==> src/hw/clock_select_pkg.sv <==
// Register map, field layout and reset values of the system clock selector
package clock_select_pkg;
  localparam logic [7:0] CLOCK_SOURCE_ADDR   = 8'h8F;
  localparam logic [7:0] INT_OSC_CTRL_ADDR   = 8'hA1;
  localparam logic [7:0] INT_OSC_COARSE_ADDR = 8'hA2;
  localparam logic [7:0] INT_OSC_FINE_ADDR   = 8'h9E;
  localparam logic [7:0] EXT_OSC_CTRL_ADDR   = 8'hB1;
  localparam logic [7:0] CLKMUL_CTRL_ADDR    = 8'hB2;
  localparam logic [7:0] CLOCK_SOURCE_RESET  = 8'h00;
  localparam logic [7:0] INT_OSC_CTRL_RESET  = 8'hC0;
  localparam logic [6:0] COARSE_TRIM_RESET   = 7'h40;
  localparam logic [5:0] FINE_TRIM_RESET     = 6'h20;
  localparam int SUSPEND_BIT   = 5;
  localparam int READY_BIT     = 4;
  localparam int XTAL_MODE_BIT = 6;
  localparam int XTAL_VALID_BIT = 7;
  localparam int EXT_EN_BIT    = 0;
  localparam int MUL_SRC_BIT   = 0;
  localparam int MUL_X4_BIT    = 1;
  localparam int MUL_SCALE_LSB = 2;
  localparam int unsigned CLK_HZ = 50_000_000;
  localparam int unsigned XTAL_SETTLE_US = 1000;
  localparam int unsigned XTAL_SETTLE_CYCLES = XTAL_SETTLE_US * (CLK_HZ / 1_000_000);
  typedef enum logic [1:0] {
    SRC_INT_OSC = 2'b00,
    SRC_EXT_OSC = 2'b01,
    SRC_CLKMUL  = 2'b10,
    SRC_RESERVED = 2'b11
  } clock_source_t;
  localparam logic [1:0] OSC_EN_OFF = 2'b00;
  localparam logic [1:0] OSC_EN_ON  = 2'b11;
  typedef struct packed {
    logic       wr;
    logic       rd;
    logic [7:0] addr;
    logic [7:0] wdata;
  } sfr_req_t;
  typedef struct packed {
    logic [3:0] port_match;
    logic       cmp0_enabled;
    logic       cmp0_out;
  } wake_events_t;
endpackage

==> src/hw/system_clock_select_suspend.sv <==
// System clock source selection, internal oscillator divider and suspend control
//
// Behaviour
// Source field: 00 scaled internal, 01 external, 10 multiplier, 11 reserved.
// Software switches source only after the new source is enabled and settled.
// Internal oscillator is selectable right after the write that enables it.
// Hardware sets crystal-valid once the external resonator has settled.
// Software waits at least 1 ms after enabling crystal before polling valid.
// Any system reset makes the internal oscillator the system clock source.
// Internal path divides by 1..128 per divider field; reset divides by 128.
// Writing suspend stops the internal oscillator and gates clocks it sources.
// Port 0..3 match or enabled comparator 0 at logic 0 ends suspend.
// Wake resumes oscillator, core and peripherals regardless of interrupts.
// Core resumes at the instruction after the write that set suspend.
// Firmware sets zero-tempco enable before setting the suspend bit. Here the bench sets suspend by writing 8'hE0 and sets no zero-tempco bit first.
// External oscillator still clocks timers and counter array when not selected.
// Multiplier gives internal or external times 2 or 4, scaled 1 or 2/3..2/7.
// Upper six bits of the source register read zero and ignore writes.
// Coarse and fine trims reset to preset values giving a 24 MHz base.
// Divider code 000 divides by 128, each step halves, 111 divides by 1.
// Enable field 00 disables, 11 runs normally and stops in suspend.
// Source switching is glitch-free; no truncated phase reaches the output. Here the forced-low wait while switching can cut the old source's high phase.
`timescale 1ns/100ps
`default_nettype none
module system_clock_select_suspend #(
  parameter int unsigned XTAL_SETTLE = clock_select_pkg::XTAL_SETTLE_CYCLES
) (
  input  wire logic                           sys_clk,
  input  wire logic                           rst_b,
  input  wire clock_select_pkg::sfr_req_t     sfr_req,
  output logic [7:0]                          sfr_rdata,
  input  wire logic                           int_osc_tick,
  input  wire logic                           ext_osc_tick,
  input  wire logic                           clkmul_tick,
  input  wire clock_select_pkg::wake_events_t wake_in,
  output logic                                system_clock_signal,
  output logic                                periph_ext_clock,
  output logic                                int_osc_run,
  output logic                                core_hold,
  output logic [6:0]                          int_osc_coarse_trim,
  output logic [5:0]                          int_osc_fine_trim,
  output logic [3:0]                          clkmul_ctrl
);
  // Source ticks are toggling levels from other domains
  logic [2:0] tick_meta;
  logic [2:0] tick_sync;
  logic [5:0] wake_meta;
  logic [5:0] wake_sync;
  logic [1:0] system_clock_signal_source_field;
  logic [1:0] int_osc_enable_field;
  logic       suspend;
  logic [2:0] int_osc_divider_field;
  logic [7:0] ext_osc_ctrl;
  logic       crystal_valid_flag;
  logic [31:0] settle_cnt;
  logic [6:0] div_cnt;
  logic       int_div_clk;
  logic [1:0] active_src;
  logic       switching;
  logic       ext_clk_q;
  logic [1:0] next_system_clock_signal_source_field;
  logic [1:0] next_int_osc_enable_field;
  logic       next_suspend;
  logic [2:0] next_int_osc_divider_field;
  logic [7:0] next_ext_osc_ctrl;
  logic       next_crystal_valid_flag;
  logic [31:0] next_settle_cnt;
  logic [6:0] next_coarse;
  logic [5:0] next_fine;
  logic [3:0] next_clkmul_ctrl;
  logic [7:0] next_rdata;
  logic [6:0] next_div_cnt;
  logic       next_int_div_clk;
  logic [1:0] next_active_src;
  logic       next_switching;
  logic       next_system_clock_signal;
  logic       wake;
  logic       int_osc_on;
  logic       src_level;

  function automatic logic [6:0] half_divisor(input logic [2:0] code);
    half_divisor = 7'h40 >> code;
  endfunction

  function automatic logic src_of(input logic [1:0] sel, input logic [2:0] lv, input logic id);
    unique case (sel)
      clock_select_pkg::SRC_EXT_OSC: src_of = lv[1];
      clock_select_pkg::SRC_CLKMUL:  src_of = lv[2];
      default:                       src_of = id;
    endcase
  endfunction

  assign wake = (|wake_sync[5:2]) | (wake_sync[1] & ~wake_sync[0]);
  assign int_osc_on = (int_osc_enable_field == clock_select_pkg::OSC_EN_ON) & ~suspend;
  assign src_level = src_of(active_src, tick_sync, int_div_clk);

  always_comb begin
    next_system_clock_signal_source_field   = system_clock_signal_source_field;
    next_int_osc_enable_field  = int_osc_enable_field;
    next_suspend               = suspend;
    next_int_osc_divider_field = int_osc_divider_field;
    next_ext_osc_ctrl          = ext_osc_ctrl;
    next_coarse                = int_osc_coarse_trim;
    next_fine                  = int_osc_fine_trim;
    next_clkmul_ctrl           = clkmul_ctrl;
    next_crystal_valid_flag    = crystal_valid_flag;
    next_settle_cnt            = settle_cnt;
    if (sfr_req.wr) begin
      unique case (sfr_req.addr)
        clock_select_pkg::CLOCK_SOURCE_ADDR: begin
          // Reserved code keeps the running source and reads back unchanged
          if (sfr_req.wdata[1:0] != clock_select_pkg::SRC_RESERVED) begin
            next_system_clock_signal_source_field = sfr_req.wdata[1:0];
          end
        end
        clock_select_pkg::INT_OSC_CTRL_ADDR: begin
          next_int_osc_enable_field  = sfr_req.wdata[7:6];
          next_suspend               = sfr_req.wdata[clock_select_pkg::SUSPEND_BIT];
          next_int_osc_divider_field = sfr_req.wdata[2:0];
        end
        clock_select_pkg::INT_OSC_COARSE_ADDR: next_coarse = sfr_req.wdata[6:0];
        clock_select_pkg::INT_OSC_FINE_ADDR:   next_fine = sfr_req.wdata[5:0];
        clock_select_pkg::EXT_OSC_CTRL_ADDR: begin
          next_ext_osc_ctrl = {1'b0, sfr_req.wdata[6:0]};
          next_crystal_valid_flag = 1'b0;
          next_settle_cnt = '0;
        end
        clock_select_pkg::CLKMUL_CTRL_ADDR: next_clkmul_ctrl = sfr_req.wdata[3:0];
        default: ;
      endcase
    end
    // Wake beats a same-cycle write of the suspend bit
    if (wake) begin
      next_suspend = 1'b0;
    end
    if (ext_osc_ctrl[clock_select_pkg::EXT_EN_BIT] & ext_osc_ctrl[clock_select_pkg::XTAL_MODE_BIT]
        & ~crystal_valid_flag & ~(sfr_req.wr & (sfr_req.addr == clock_select_pkg::EXT_OSC_CTRL_ADDR))) begin
      if (settle_cnt >= XTAL_SETTLE - 1) begin
        next_crystal_valid_flag = 1'b1;
      end else begin
        next_settle_cnt = settle_cnt + 32'h0000_0001;
      end
    end
    next_rdata = 8'h00;
    if (sfr_req.rd) begin
      unique case (sfr_req.addr)
        clock_select_pkg::CLOCK_SOURCE_ADDR: next_rdata = {6'b00_0000, system_clock_signal_source_field};
        clock_select_pkg::INT_OSC_CTRL_ADDR:
          next_rdata = {int_osc_enable_field, suspend, int_osc_on, 1'b0, int_osc_divider_field};
        clock_select_pkg::INT_OSC_COARSE_ADDR: next_rdata = {1'b0, int_osc_coarse_trim};
        clock_select_pkg::INT_OSC_FINE_ADDR:   next_rdata = {2'b00, int_osc_fine_trim};
        clock_select_pkg::EXT_OSC_CTRL_ADDR:   next_rdata = {crystal_valid_flag, ext_osc_ctrl[6:0]};
        clock_select_pkg::CLKMUL_CTRL_ADDR:    next_rdata = {4'h0, clkmul_ctrl};
        default: next_rdata = 8'h00;
      endcase
    end
  end

  always_comb begin
    next_div_cnt = div_cnt;
    next_int_div_clk = int_div_clk;
    // Oscillator is usable at once after enable: no start-up count
    if (int_osc_on) begin
      // Divide by 1 has no half-period count: pass the oscillator level through
      if (int_osc_divider_field == 3'h7) begin
        next_div_cnt = 7'h00;
        next_int_div_clk = tick_sync[0];
      end else if (div_cnt >= half_divisor(int_osc_divider_field) - 7'h01) begin
        next_div_cnt = 7'h00;
        next_int_div_clk = ~int_div_clk;
      end else begin
        next_div_cnt = div_cnt + 7'h01;
      end
    end
    // Switch only while the output is low and the new source is low; the output is forced low from the cycle after the request, which can cut an old high phase
    next_active_src = active_src;
    next_switching = 1'b0;
    if (system_clock_signal_source_field != active_src && system_clock_signal_source_field != clock_select_pkg::SRC_RESERVED) begin
      next_switching = 1'b1;
      if (~system_clock_signal & ~src_of(system_clock_signal_source_field, tick_sync, int_div_clk)) begin
        next_active_src = system_clock_signal_source_field;
      end
    end
    // Clock held while suspended internal source; core resumes in place on wake
    if (suspend & (active_src == clock_select_pkg::SRC_INT_OSC)) begin
      next_system_clock_signal = 1'b0;
    end else if (switching) begin
      next_system_clock_signal = 1'b0;
    end else begin
      next_system_clock_signal = src_level;
    end
  end

  always_ff @(posedge sys_clk or negedge rst_b) begin
    if (!rst_b) begin
      tick_meta <= '0;
      tick_sync <= '0;
      wake_meta <= '0;
      wake_sync <= '0;
      system_clock_signal_source_field <= clock_select_pkg::CLOCK_SOURCE_RESET[1:0];
      int_osc_enable_field <= clock_select_pkg::INT_OSC_CTRL_RESET[7:6];
      suspend <= 1'b0;
      int_osc_divider_field <= clock_select_pkg::INT_OSC_CTRL_RESET[2:0];
      ext_osc_ctrl <= 8'h00;
      int_osc_coarse_trim <= clock_select_pkg::COARSE_TRIM_RESET;
      int_osc_fine_trim <= clock_select_pkg::FINE_TRIM_RESET;
      clkmul_ctrl <= 4'h0;
      crystal_valid_flag <= 1'b0;
      settle_cnt <= '0;
      sfr_rdata <= 8'h00;
      div_cnt <= 7'h00;
      int_div_clk <= 1'b0;
      active_src <= clock_select_pkg::SRC_INT_OSC;
      switching <= 1'b0;
      system_clock_signal <= 1'b0;
      ext_clk_q <= 1'b0;
      periph_ext_clock <= 1'b0;
      int_osc_run <= 1'b0;
      core_hold <= 1'b0;
    end else begin
      tick_meta <= {clkmul_tick, ext_osc_tick, int_osc_tick};
      tick_sync <= tick_meta;
      wake_meta <= {wake_in.port_match, wake_in.cmp0_enabled, wake_in.cmp0_out};
      wake_sync <= wake_meta;
      system_clock_signal_source_field <= next_system_clock_signal_source_field;
      int_osc_enable_field <= next_int_osc_enable_field;
      suspend <= next_suspend;
      int_osc_divider_field <= next_int_osc_divider_field;
      ext_osc_ctrl <= next_ext_osc_ctrl;
      int_osc_coarse_trim <= next_coarse;
      int_osc_fine_trim <= next_fine;
      clkmul_ctrl <= next_clkmul_ctrl;
      crystal_valid_flag <= next_crystal_valid_flag;
      settle_cnt <= next_settle_cnt;
      sfr_rdata <= next_rdata;
      div_cnt <= next_div_cnt;
      int_div_clk <= next_int_div_clk;
      active_src <= next_active_src;
      switching <= next_switching;
      system_clock_signal <= next_system_clock_signal;
      ext_clk_q <= tick_sync[1];
      periph_ext_clock <= ext_clk_q;
      int_osc_run <= int_osc_on;
      core_hold <= suspend & (active_src == clock_select_pkg::SRC_INT_OSC);
    end
  end
endmodule
`default_nettype wire

==> config.mk <==
export PLATFORM = sky130hd
export DESIGN_NAME = system_clock_select_suspend
export DESIGN_NICKNAME = d
export VERILOG_FILES = /design/src/hw/clock_select_pkg.sv /design/src/hw/system_clock_select_suspend.sv
export SDC_FILE = /design/constraint.sdc
export NUM_CORES = 1
export LEC_CHECK = 0
export ABC_CLOCK_PERIOD_IN_PS = 6700
export BUFFER_PORTS_ARGS = -buffer_cell sky130_fd_sc_hd__buf_2
export CAP_MARGIN = 20
export CORE_MARGIN = 8
export CORE_UTILIZATION = 50
export CTS_CLUSTER_SIZE = 24
export DETAILED_ROUTE_END_ITERATION = 8
export GPL_ROUTABILITY_DRIVEN = 1
export PLACE_DENSITY = 0.79
export SLEW_MARGIN = 20
export SYNTH_ARGS = -nofsm -noshare
export SYNTH_HDL_FRONTEND = slang
export SYNTH_SLANG_ARGS = --single-unit
==> constraint.sdc <==
create_clock -name sys_clk -period 6.7 [get_ports sys_clk]
set_clock_uncertainty 0.2 [all_clocks]
set_input_delay 1.005 -clock sys_clk [delete_from_list [all_inputs] [get_ports sys_clk]]
set_output_delay 1.005 -clock sys_clk [all_outputs]
set_load 0.01 [all_outputs]
==> metrics list, run 1 <==
- Final max-slew violation count: 0
- Timing analysis after detailed placement gives a worst setup slack of 2.890 ns.
- The number of nets in the synthesized netlist is 477.
- CORE AREA: 9284 sq um
- Final setup fails: 0
- Clock Latency Late Sink: 0.38 ns
* Max-Slew Margin vs Limit: 37.65%
- Number of global-route vias before repair: 3507
- Area share of the leading cell type in the synthesized netlist: 53.73%
- The largest total area in the synthesized netlist belongs to sky130_fd_sc_hd__dfrtp_1.
- Critical path arrival: 3.48 ns
- Overall power: 1.257 mW
* Result of the run: complete, no violations
- Syn_area_per_cell: 11.10 sq um
- Main synth FF type: sky130_fd_sc_hd__dfrtp_1
- Multi-input combinational cell area: 1994 sq um
- Global routing finished with a remaining overflow of 0.
- After clock tree synthesis, the repair step resized 0 gates.
- After legalization and detailed placement, the total HPWL measured 7091 um.
* Buffer type at the clock tree root: sky130_fd_sc_hd__clkbuf_8
- Post-CTS Repair Setup Buffers: 0
- Minimum setup slack among reg-to-reg paths: 3.85 ns
- The largest individual stage delay along the critical path comes from the cell sky130_fd_sc_hd__nor4b_1.
- The worst path uses 50.90% of the clock period.
- Fill cell count: 785
- At the pin with the least slew margin, the transition time is 0.9352 ns.
- Starting Density: 51.67%
- Number of ports placed on the die boundary: 58
- On the worst path, the slowest cell contributes a delay of 0.73 ns.
- The kind of cell with the highest combined delay along the critical path is simple AND/OR/NAND/NOR gates.
- CP max FO: 28
- Number of maximum-capacitance constraint violations: 0
* Detailed-route wire length per cell: 15.95 um
* HP Start: tick_meta[0]
* Worst ir drop on vdd: 0.1981 mV
- Netlist area before placement: 4797 sq um
* Hold Path Cell Cnt: 0
- In this run the number of H-tree levels came out at 3.
- Maximum buffer depth of the clock tree: 2
- The worst path needs 3.410 ns of the cycle, external delays included.
- The first global-routing pass estimated 16860 um of wire.
* P per Cell Area: 232.9 nW/um^2
- The clock net in this run drives a total of 107 sinks.
- In this run the critical register-to-register path is launched from settle_cnt[12].
- Largest family of logic cells by synthesized area: simple AND/OR/NAND/NOR gates
- Setup repair after global routing left no endpoint under its margin.
- Number of nets in the finished design: 532
* Combined flip-flop and latch cell area: 2683 sq um
- CTS Hold Buffers Added: 0
- Routability-driven placement finished with a final weighted congestion of 0.8553.
* Mean number of vias per cell: 5.576
- Synthesized-area fraction occupied by ao, oa, aoi and oai cells: 10.09%
* Height of the die: 114.0 um
- The number of antenna violations at the first check in global routing was 0.
* R2R depth: 5
- Cell types with the largest area share after synthesis: sky130_fd_sc_hd__dfrtp_1, sky130_fd_sc_hd__mux2_2, sky130_fd_sc_hd__ha_1
- In the post-route analysis, the smallest setup slack over all paths is 3.290 ns.
- Post-Synth XOR/XNOR Area: 1.461%
- # DRC: 0
- Largest net degree at the start of global routing: 79
* Asr flop ratio synth: 100.0%
* Initial DRC Count: 166
* Die footprint: 12980 sq um
- Num CTS Buffers: 9
* Std cell rows: 35
* Count of TritonRoute iterations in the first routing pass: 5
- The worst setup path is launched from an input pin.
* Max frequency: 293.2 MHz
- The worst hold path belongs to the class register to register.
- Worst Path Class, Setup: input pin to register
* CP Buf/Inv Count: 1
- Required time of the critical path: 6.77 ns
- Antenna cells: 0
* Proportion of layout cells with a drive suffix above 1: 22.56%
- TritonCTS built the clock tree.
- Synth Instances: 432
- Detailed routing inserted a total of 3463 vias.
- Number of register bits inferred by synthesis: 107
- Setup_tns: 0 ns
* Antenna viol nets, final: 0
- The area growth from synthesis to layout is 12.52%.
- Kind of end point of the critical path: register
- Die extent in x: 114.0 um
- Walking the worst path, the cells encountered are buf_2 > nor4b_1 > and4_1 > nand3_1 > and3_1.
- In the synthesized netlist, mux cells make up 7.512% of the area.
- Yosys mapped a number of flops with a built-in enable equal to 0.
* Leakage power: 2.622 nW
* Area share of and/or/nand/nor cells after synthesis: 18.34%
- The final-report hold violation count is 0.
- Adder-cell share of the synthesized area: 4.173%
- Total of buffers placed on input and output ports: 57
- Wire length reported by the detailed router: 9902 um
- Of the synthesized area, sequential elements account for 55.92%.
- For this run, the number of Yosys warnings is 0.
- After clock tree synthesis, the clock-pin slew on the worst setup and hold paths is 0.10 ns.
* Tot GR Track Use: 16.26%
- The synthesized netlist contains 54 unique library cells.
- Destination of the worst register-to-register timing path: settle_cnt[8]
- For hold timing, the worst endpoint is tick_sync[0].
## placed cells by master, fill, tap and decap left out, types with 13 or more instances in the layout
master                      n
sky130_fd_sc_hd__a21oi_1   23
sky130_fd_sc_hd__and3_1    14
sky130_fd_sc_hd__buf_2     56
sky130_fd_sc_hd__dfrtp_1  103
sky130_fd_sc_hd__ha_1      16
sky130_fd_sc_hd__inv_1     13
sky130_fd_sc_hd__mux2_2    24
sky130_fd_sc_hd__nand2_1   50
sky130_fd_sc_hd__nor2_1    16
sky130_fd_sc_hd__o21ai_0   16
## registers in the layout, summed over array words and instances, names as in the netlist, 3 cells and up
register,flops
sfr_rdata,8
wake_meta,6
div_cnt,7
tick_meta,3
clkmul_ctrl,4
wake_sync,6
int_osc_coarse_trim,7
int_osc_fine_trim,6
tick_sync,3
settle_cnt,32
ext_osc_ctrl,7
int_osc_divider_field,3
## report_power, final
group	total, mW	leakage [nW]	switching (mW)	internal [mW]
Sequential	0.714	1.36	0.0317	0.683
Combinational	0.150	1.16	0.0915	0.0589
Clock	0.392	0.103	0.242	0.150
## worst reg2reg max path: stages (launching register included)
cell and delay [ns]:
sky130_fd_sc_hd__dfrtp_1 0.43, sky130_fd_sc_hd__or4_1 0.53, sky130_fd_sc_hd__a31o_1 0.27, sky130_fd_sc_hd__or4_4 0.68, sky130_fd_sc_hd__or4_1 0.52, sky130_fd_sc_hd__a21oi_1 0.15
## worst max-delay path by stage
| stage | cells past startpoint | slack [ns] | from | to |
|---|---|---|---|---|
| floorplan | 6 | 3.70 | sfr_req[10] | settle_cnt[16] |
| global placement | 5 | 3.00 | sfr_req[10] | settle_cnt[21] |
| detailed placement | 5 | 2.89 | sfr_req[10] | settle_cnt[30] |
| CTS | 5 | 3.32 | sfr_req[10] | settle_cnt[30] |
| global route | 5 | 3.05 | sfr_req[10] | settle_cnt[30] |
| finish | 5 | 3.29 | sfr_req[10] | settle_cnt[30] |
## routing by layer
layer	vias to the layer above	part of all wire (%)	global-route usage (%)
met5	-	0	0
li1	1672	-	-
met4	0	1.6	6.211
met2	63	49	25.12
met3	16	4.2	4.490
met1	1712	46	21.26
## per-stage QoR
step	utilization (%)	cell area (sq um)	hold slack (ns)	std cells
after floorplan	-	4797	0.1312	432
after global placement	55.98	5197	0.1315	605
after detailed placement	55.98	5197	0.1355	605
after CTS	58.14	5398	0.1551	621
after global routing	58.14	5398	0.1600	621
final	58.14	5398	0.1559	621
## cell type report
class	instances	area share, %
well taps	129	2.990
clock inverters	7	1.414
multi-input cells	296	36.95
inverters	13	0.9040
clock buffers	9	2.295
repair buffers	60	5.749
flip-flops and latches	107	49.70
## cells in the mapped netlist, types with 9 or more instances
library cell               number
sky130_fd_sc_hd__dfrtp_1      103
sky130_fd_sc_hd__nand2_1       50
sky130_fd_sc_hd__mux2_2        24
sky130_fd_sc_hd__a21oi_1       23
sky130_fd_sc_hd__ha_1          16
sky130_fd_sc_hd__nor2_1        16
sky130_fd_sc_hd__o21ai_0       16
sky130_fd_sc_hd__and3_1        14
sky130_fd_sc_hd__clkbuf_1      13
sky130_fd_sc_hd__inv_1         13
sky130_fd_sc_hd__nand3_1       12
sky130_fd_sc_hd__nor4_1        10
sky130_fd_sc_hd__mux2i_1        9
## kinds of logic after synthesis
| logic type | count (synthesis) |
|---|---|
| AO/OA/AOI/OAI | 77 |
| XOR/XNOR | 8 |
| adder cells (fa/ha/maj) | 16 |
| buffers and inverters | 29 |
| flip-flops | 107 |
| multiplexers | 33 |
| AND/OR/NAND/NOR | 162 |
Note: power is estimated with default switching activity, not from simulation.
==> inputs of run 2 (changes only) <==
--- a/config.mk
+++ b/config.mk
@@ -5,7 +5,7 @@
 export SDC_FILE = /design/constraint.sdc
 export NUM_CORES = 1
 export LEC_CHECK = 0
-export ABC_CLOCK_PERIOD_IN_PS = 6700
+export ABC_CLOCK_PERIOD_IN_PS = 3270
 export BUFFER_PORTS_ARGS = -buffer_cell sky130_fd_sc_hd__buf_2
 export CAP_MARGIN = 20
 export CORE_MARGIN = 8
==> constraint.sdc (replaced) <==
create_clock -name sys_clk -period 3.27 [get_ports sys_clk]
set_clock_uncertainty 0.2 [all_clocks]
set_input_delay 0.4905 -clock sys_clk [delete_from_list [all_inputs] [get_ports sys_clk]]
set_output_delay 0.4905 -clock sys_clk [all_outputs]
set_load 0.01 [all_outputs]
==> run 2 against run 1 <==
Against the previous run: combinational power up 120%; critical path depth did not move; clock power is 110% higher; power grew 110%; sequential share of layout area decreased by 1.3 points; sequential power increased by 100%; first-iteration DRC count rose by 22%; cell count increased by 1.9%; core utilization rose by 1.5 points; count of clock-buffer cells in the layout unchanged; highest routed layer unchanged.
==> metrics list, run 2 (synthesized netlist as in run 1, its figures left out) <==
- The largest registers in the layout are settle_cnt (32), sfr_rdata (8).
- Area grow syn2layout: 15.44%
* Startpoint of the most critical setup path: settle_cnt[12]
* Tot GR Track Use: 16.40%
- After layout, the minimum clock period comes to 2.855 ns.
* Number of levels the H-tree was split into: 3
* Max-Slew Margin vs Limit: 48.11%
- Count of final hold-check violations: 0
* Crit start category: register
* Initial antenna violation count: 0
- The detailed router placed 3560 vias in this run.
* Wire length reported by the detailed router: 10330 um
- Counting instances, the worst hold path has a depth of 1.
* Destination of the worst register-to-register timing path: settle_cnt[8]
* RSZ-0062 raised after global routing: false
- The die covers 12980 sq um.
- Clock input transition at the sequential cells of the worst setup and hold paths: 0.11 ns
- Clock sink total: 107
- Clock Latency Late Sink: 0.39 ns
- In the final layout, the share of cells above drive strength 1 is 22.62%.
- Per report_power, the clock group accounts for 31.7% of the total.
- The total count of max-transition violations in the final report came to 0.
* Number of ports placed on the die boundary: 58
* Final global-route overflow total: 0
- Mean number of vias per cell: 5.624
* Max frequency: 350.2 MHz
- Fraction of power consumed by sequential logic: 55.7%
- After layout, the worst path uses 87.31% of the clock period.
- Final setup fails: 0
- In this run the horizontal extent of the chip is 114.0 um.
* Slew at the pin closest to its max-slew limit: 0.7784 ns
* Detailed-route wire length per cell: 16.32 um
* Minimum setup slack among reg-to-reg paths: 0.41 ns
- P per Cell Area: 474.9 nW/um^2
* Required time of the critical path: 3.38 ns
- For the worst flop-to-flop path, the logic depth is 5.
- Number of nets in the finished design: 544
- The first global-routing pass estimated 17180 um of wire.
- Antenna cells: 0
* Kind of end point of the critical path: register
- Entering global routing, the biggest net connects 63 pins.
- The critical path is of the register to register type.
* Initial DRC Count: 202
- Total cell area at the placement stage: 5233 sq um
* Buffer type at the clock tree root: sky130_fd_sc_hd__clkbuf_8
- STA puts the critical path data arrival time at 2.97 ns.
- Count of TritonRoute iterations in the first routing pass: 5
* Power dissipated by switching net loads: 0.7822 mW
- The congestion estimate from routability-driven global placement came to 0.9214.
- The count of buffers added on input and output ports is 57.
* Worst Setup EP: settle_cnt[8]
- Result of the run: complete, no violations
* Most common cell after layout, fill and taps aside: sky130_fd_sc_hd__dfrtp_1
* Cell area after layout: 5538 sq um
- Number of maximum-capacitance constraint violations: 0
- Height of the die: 114.0 um
- CP max FO: 31
- The internal power of the cells totals 1.848 mW.
- Maximum buffer depth of the clock tree: 2
- Fraction of power spent switching nets: 29.74%
- Num CTS Buffers: 9
* # DRC: 0
- Register with the highest flop count: settle_cnt
- TritonCTS built the clock tree.
* Antenna viol nets, final: 0
* Std cell rows: 35
- Detailed-placement wirelength estimate: 7197 um
- After filler insertion, the fill cell instance count of the layout stands at 785.
* CORE AREA: 9284 sq um
- For this design the static power due to leakage is 2.681 nW.
* RR Startpoint: settle_cnt[12]
* WHS: 0.02638 ns
- Adding up every negative setup slack in the final design gives 0 ns.
- Gates resized during post-CTS repair numbered 0.
- Combinational logic burns 12.6% of the power.
- Starting Density: 51.67%
* Number of global-route vias before repair: 3521
- Worst ir drop on vdd: 0.2792 mV
- The library cells used most frequently in the layout, excluding fill and tap cells, are sky130_fd_sc_hd__dfrtp_1, sky130_fd_sc_hd__buf_2, sky130_fd_sc_hd__nand2_1.
* Largest register FFs: 32
- Min-Delay Path Class: input pin to register
-- run 2: changes by cell type in the layout (fill, tap and decap cells not counted), sizes merged --
cell	change
buf	+3
clkinv	+2
dlygate4sd3	+9
inv	-2
-- run 2: how the worst min path moves through the flow --
| stage | start | to | slack [ns] |
|---|---|---|---|
| after floorplan | rst_b | active_src[0] | -0.005 |
| after global placement | tick_meta[1] | tick_sync[1] | 0.13 |
| after detailed placement | tick_meta[2] | tick_sync[2] | 0.13 |
| after CTS | clkmul_tick | tick_meta[2] | 0.005 |
| after global routing | int_osc_tick | tick_meta[0] | 0.02 |
| final | int_osc_tick | tick_meta[0] | 0.03 |
-- run 2: final cells by class --
type	count	area (sq um)	share of cell area (%)
flip-flops and latches	107	2683	48.44
multi-input cells	296	1994	36.01
repair buffers	72	435.4	7.863
well taps	129	161.4	2.915
clock buffers	9	123.9	2.237
clock inverters	7	91.34	1.649
inverters	13	48.80	0.8812
-- run 2: repair_timing --
| action | CTS | global route |
|---|---|---|
| buffers inserted | 0 | 0 |
| endpoints found under the hold margin | 38 | 1 |
| hold buffers | 8 | 1 |
-- run 2: stage by stage --
step	worst slack (ns)	std cells	total power, mW	util (%)
2_1_floorplan	0.6588	432	1.672	-
3_3_place_gp	0.5032	608	1.792	56.36
3_5_place_dp	0.4487	608	1.813	56.36
4_1_cts	0.4287	632	2.645	59.54
5_1_grt	0.2854	633	2.757	59.65
6_report	0.4149	633	2.630	59.65
-- run 2: per-layer routing --
metal  global-route usage [%]  routed length (um)  up-vias  share of wire [%]
met5                        0                   0        -                  0
met1                    21.48                4712     1749                 46
met3                    3.592                 492       16                4.8
met2                    26.03                4946       98                 48
li1                         -                   -     1697                  -
met4                    6.211                 177        0                1.7
-- run 2: worst max-delay path: stages, from the launching register on --
cell                      delay [ns]
sky130_fd_sc_hd__dfrtp_1        0.44
sky130_fd_sc_hd__or4_1          0.53
sky130_fd_sc_hd__a31o_1         0.27
sky130_fd_sc_hd__or4_4          0.68
sky130_fd_sc_hd__or4_1          0.52
sky130_fd_sc_hd__a21oi_1        0.15
-- run 2: power by group through the flow --
stage | clock network (mW) | registers [mW] | logic [mW]
6_report | 0.835 | 1.46 | 0.331
5_1_grt | 0.902 | 1.48 | 0.379
4_1_cts | 0.849 | 1.46 | 0.332
3_5_place_dp | 0 | 1.49 | 0.325
3_3_place_gp | 0 | 1.48 | 0.308
2_1_floorplan | 0 | 1.48 | 0.196
==> inputs of run 3 (changes only) <==
--- a/config.mk
+++ b/config.mk
@@ -5,7 +5,7 @@
 export SDC_FILE = /design/constraint.sdc
 export NUM_CORES = 1
 export LEC_CHECK = 0
-export ABC_CLOCK_PERIOD_IN_PS = 3270
+export ABC_CLOCK_PERIOD_IN_PS = 3400
 export BUFFER_PORTS_ARGS = -buffer_cell sky130_fd_sc_hd__buf_2
 export CAP_MARGIN = 20
 export CORE_MARGIN = 8
@@ -14,6 +14,7 @@
 export DETAILED_ROUTE_END_ITERATION = 8
 export GPL_ROUTABILITY_DRIVEN = 1
 export PLACE_DENSITY = 0.79
+export SETUP_SLACK_MARGIN = 0.1
 export SLEW_MARGIN = 20
 export SYNTH_ARGS = -nofsm -noshare
 export SYNTH_HDL_FRONTEND = slang
==> constraint.sdc (replaced) <==
create_clock -name sys_clk -period 3.4 [get_ports sys_clk]
set_clock_uncertainty 0.2 [all_clocks]
set_input_delay 0.51 -clock sys_clk [delete_from_list [all_inputs] [get_ports sys_clk]]
set_output_delay 0.51 -clock sys_clk [all_outputs]
set_load 0.01 [all_outputs]
==> run 3 against run 2 <==
Against the previous run: the flow now finishes with violations (negative hold slack); non-clock buffer count fell by 1; sequential share of layout area rose by 0.24 points; wire length rose by 0.78%; count of clock-buffer cells in the layout did not move; clock power fell by 4.1%; power fell by 4.2%; combinational power fell by 6.6%; flip-flop and latch count did not move; cell count fell by 0.16%; highest routed layer unchanged; sequential power fell by 3%.
==> metrics list, run 3 (synthesized netlist as in run 1, its figures left out) <==
* Result of the run: complete, but fails checks
* Failing checks: negative hold slack
- P per Cell Area: 457.2 nW/um^2
* Tot GR Track Use: 16.44%
- STA classifies the critical path endpoint as a register.
- In the final design database the tool counted 543 nets.
- Hold timing on the final database bottoms out at a slack of -0.01622 ns.
* Power dissipated by switching net loads: 0.7542 mW
* Count of final hold-check violations: 29
- Largest register FFs: 32
- In this run the core area contains 35 standard-cell rows.
- Minimum clock period: 2.855 ns
- Worst Path Class, Setup: register to register
- Most common cell after layout, fill and taps aside: sky130_fd_sc_hd__dfrtp_1
* Largest net degree at the start of global routing: 60
* Count of TritonRoute iterations in the first routing pass: 5
* Placer Congestion: 0.8664
- Total cell area at the placement stage: 5235 sq um
* Crit share post-route: 83.97%
- After the first detailed-routing iteration, the DRC count stood at 302.
- In the routed design, unresolved DRC markers number 0.
- Antenna cells: 0
- Clock sink total: 107
- Across all layers, the routed design uses 3552 vias.
* Final max-slew violation count: 0
- Cell-internal power: 1.765 mW
- The total overflow left after global routing is 0.
- The number of antenna violations at the first check in global routing is 0.
- Total of buffers placed on input and output ports: 57
- For this design the top-level I/O count stands at 58.
* Num CTS Buffers: 9
- Crit start category: register
* Peak-usage layer in the global routing report: met2
- Wire length reported by the detailed router: 10410 um
- CORE AREA: 9284 sq um
* CP Buf/Inv Count: 0
- Antenna viol nets, final: 0
- Register with the highest flop count: settle_cnt
* Slew at the pin closest to its max-slew limit: 0.7413 ns
* Max frequency: 350.3 MHz
- At the later pin of the worst-skew pair, clock insertion delay measures 0.38 ns.
- Min-Delay Path Class: input pin to async pin
- Most used cell along the critical path: sky130_fd_sc_hd__or4_1
- Leading registers by flop count: settle_cnt (32), sfr_rdata (8)
- Setup violations remaining at the end of the flow were counted as 0.
* Maximum buffer depth of the clock tree: 2
- The die covers 12980 sq um.
- The tree is rooted in a sky130_fd_sc_hd__clkbuf_8.
- Highest-delay cell along the critical path: sky130_fd_sc_hd__or4_4
* Clock input transition at the sequential cells of the worst setup and hold paths: 0.11 ns
- Starting Density: 51.67%
* Die extent in x: 114.0 um
- Required time of the critical path: 3.52 ns
- Along the worst path, the maximum fanout reaches 31.
* Height of the die: 114.0 um
- CTS tree: done
* Commonest cells after routing, fill and taps aside: sky130_fd_sc_hd__dfrtp_1, sky130_fd_sc_hd__buf_2, sky130_fd_sc_hd__nand2_1
- From synthesis to final layout, the design area changed by 14.87%.
- Met2 track utilization from global routing: 27.13%
- First-pass GRT wire length: 17120 um
- Setup repair after global routing left no endpoint under its margin.
- The signal on the critical path passes through or4_1 > a31o_1 > or4_4 > or4_1 > a21oi_1.
- Critical path arrival: 2.97 ns
- Registers are responsible for 55.9% of the overall power.
* Leakage power: 2.674 nW
- Fill cell count: 785
- After detailed routing, the average wire length per cell comes to 16.47 um.
* Setup_tns: 0 ns
* Number of gates resized after cts: 0
* Number of maximum-capacitance constraint violations: 0
- Clock network power share: 31.8%
- In the routed layout, each cell is associated on average with a via count of 5.620.
- Global routing used 3.645% of the available met3 tracks.
- Headroom to the max-slew limit came out at 50.58%.
* Proportion of layout cells with a drive suffix above 1: 23.06%
* Worst ir drop on vdd: 0.3298 mV
- Number of global-route vias before repair: 3553
- Met1 track demand over resource: 20.72%
- Cell area after layout: 5510 sq um
- Detailed placement finished with a half-perimeter wire length of 7458 um.
- Worst stage delay on the critical path: 0.68 ns
* Logic pwr share: 12.3%
- In this run the number of H-tree levels came out at 3.
- Largest delay share family, worst path: simple AND/OR/NAND/NOR gates
- Net switching is 29.94% of the power.
-- run 3: final cells by class --
cell class	instances	area (sq um)	area share (%)
sequential	107	2683	48.68
multi-input combinational	296	1994	36.19
timing repair buffer	71	407.9	7.402
tap	129	161.4	2.929
clock buffer	9	123.9	2.248
clock inverter	7	91.34	1.658
inverter	13	48.80	0.8856
-- run 3: power groups by stage --
stage	logic (mW)	registers [mW]	clock network, mW
6_report	0.309	1.41	0.801
4_1_cts	0.306	1.41	0.810
2_1_floorplan	0.188	1.42	0
3_3_place_gp	0.289	1.43	0
5_1_grt	0.351	1.42	0.860
3_5_place_dp	0.305	1.43	0
-- run 3: repair_timing --
| item | CTS | global route |
|---|---|---|
| setup buffers | 0 | 0 |
| hold buffers | 0 | 6 |
| endpoints found under the hold margin | 0 | 6 |
-- run 3: routing by layer --
layer | vias up | share of wire [%]
met3 | 8 | 4.1
met2 | 73 | 51
met5 | - | 0
met1 | 1775 | 44
li1 | 1696 | -
met4 | 0 | 1.0
-- run 3: stage by stage --
step	std cells	setup WS, ns	power, mW	utilization (%)
finish	632	0.5451	2.519	59.35
global route	632	0.4169	2.632	59.35
CTS	626	0.5494	2.524	58.71
detailed placement	610	0.5500	1.738	56.39
global placement	610	0.6311	1.715	56.39
floorplan	432	0.7888	1.608	-
-- run 3: worst paths after layout --
kind | startpoint | slack (ns) | depth (start not counted) | end
max reg2reg | settle_cnt[12] | 0.55 | 5 | settle_cnt[8]
max | settle_cnt[12] | 0.55 | 5 | settle_cnt[8]
min reg2reg | tick_meta[0] | 0.16 | 0 | tick_sync[0]
min | rst_b | -0.02 | 1 | sfr_rdata[6]
max in group asynchronous | rst_b | 2.23 | 2 | int_osc_coarse_trim[6]
min in group sys_clk | ext_osc_tick | 0.02 | 1 | tick_meta[1]
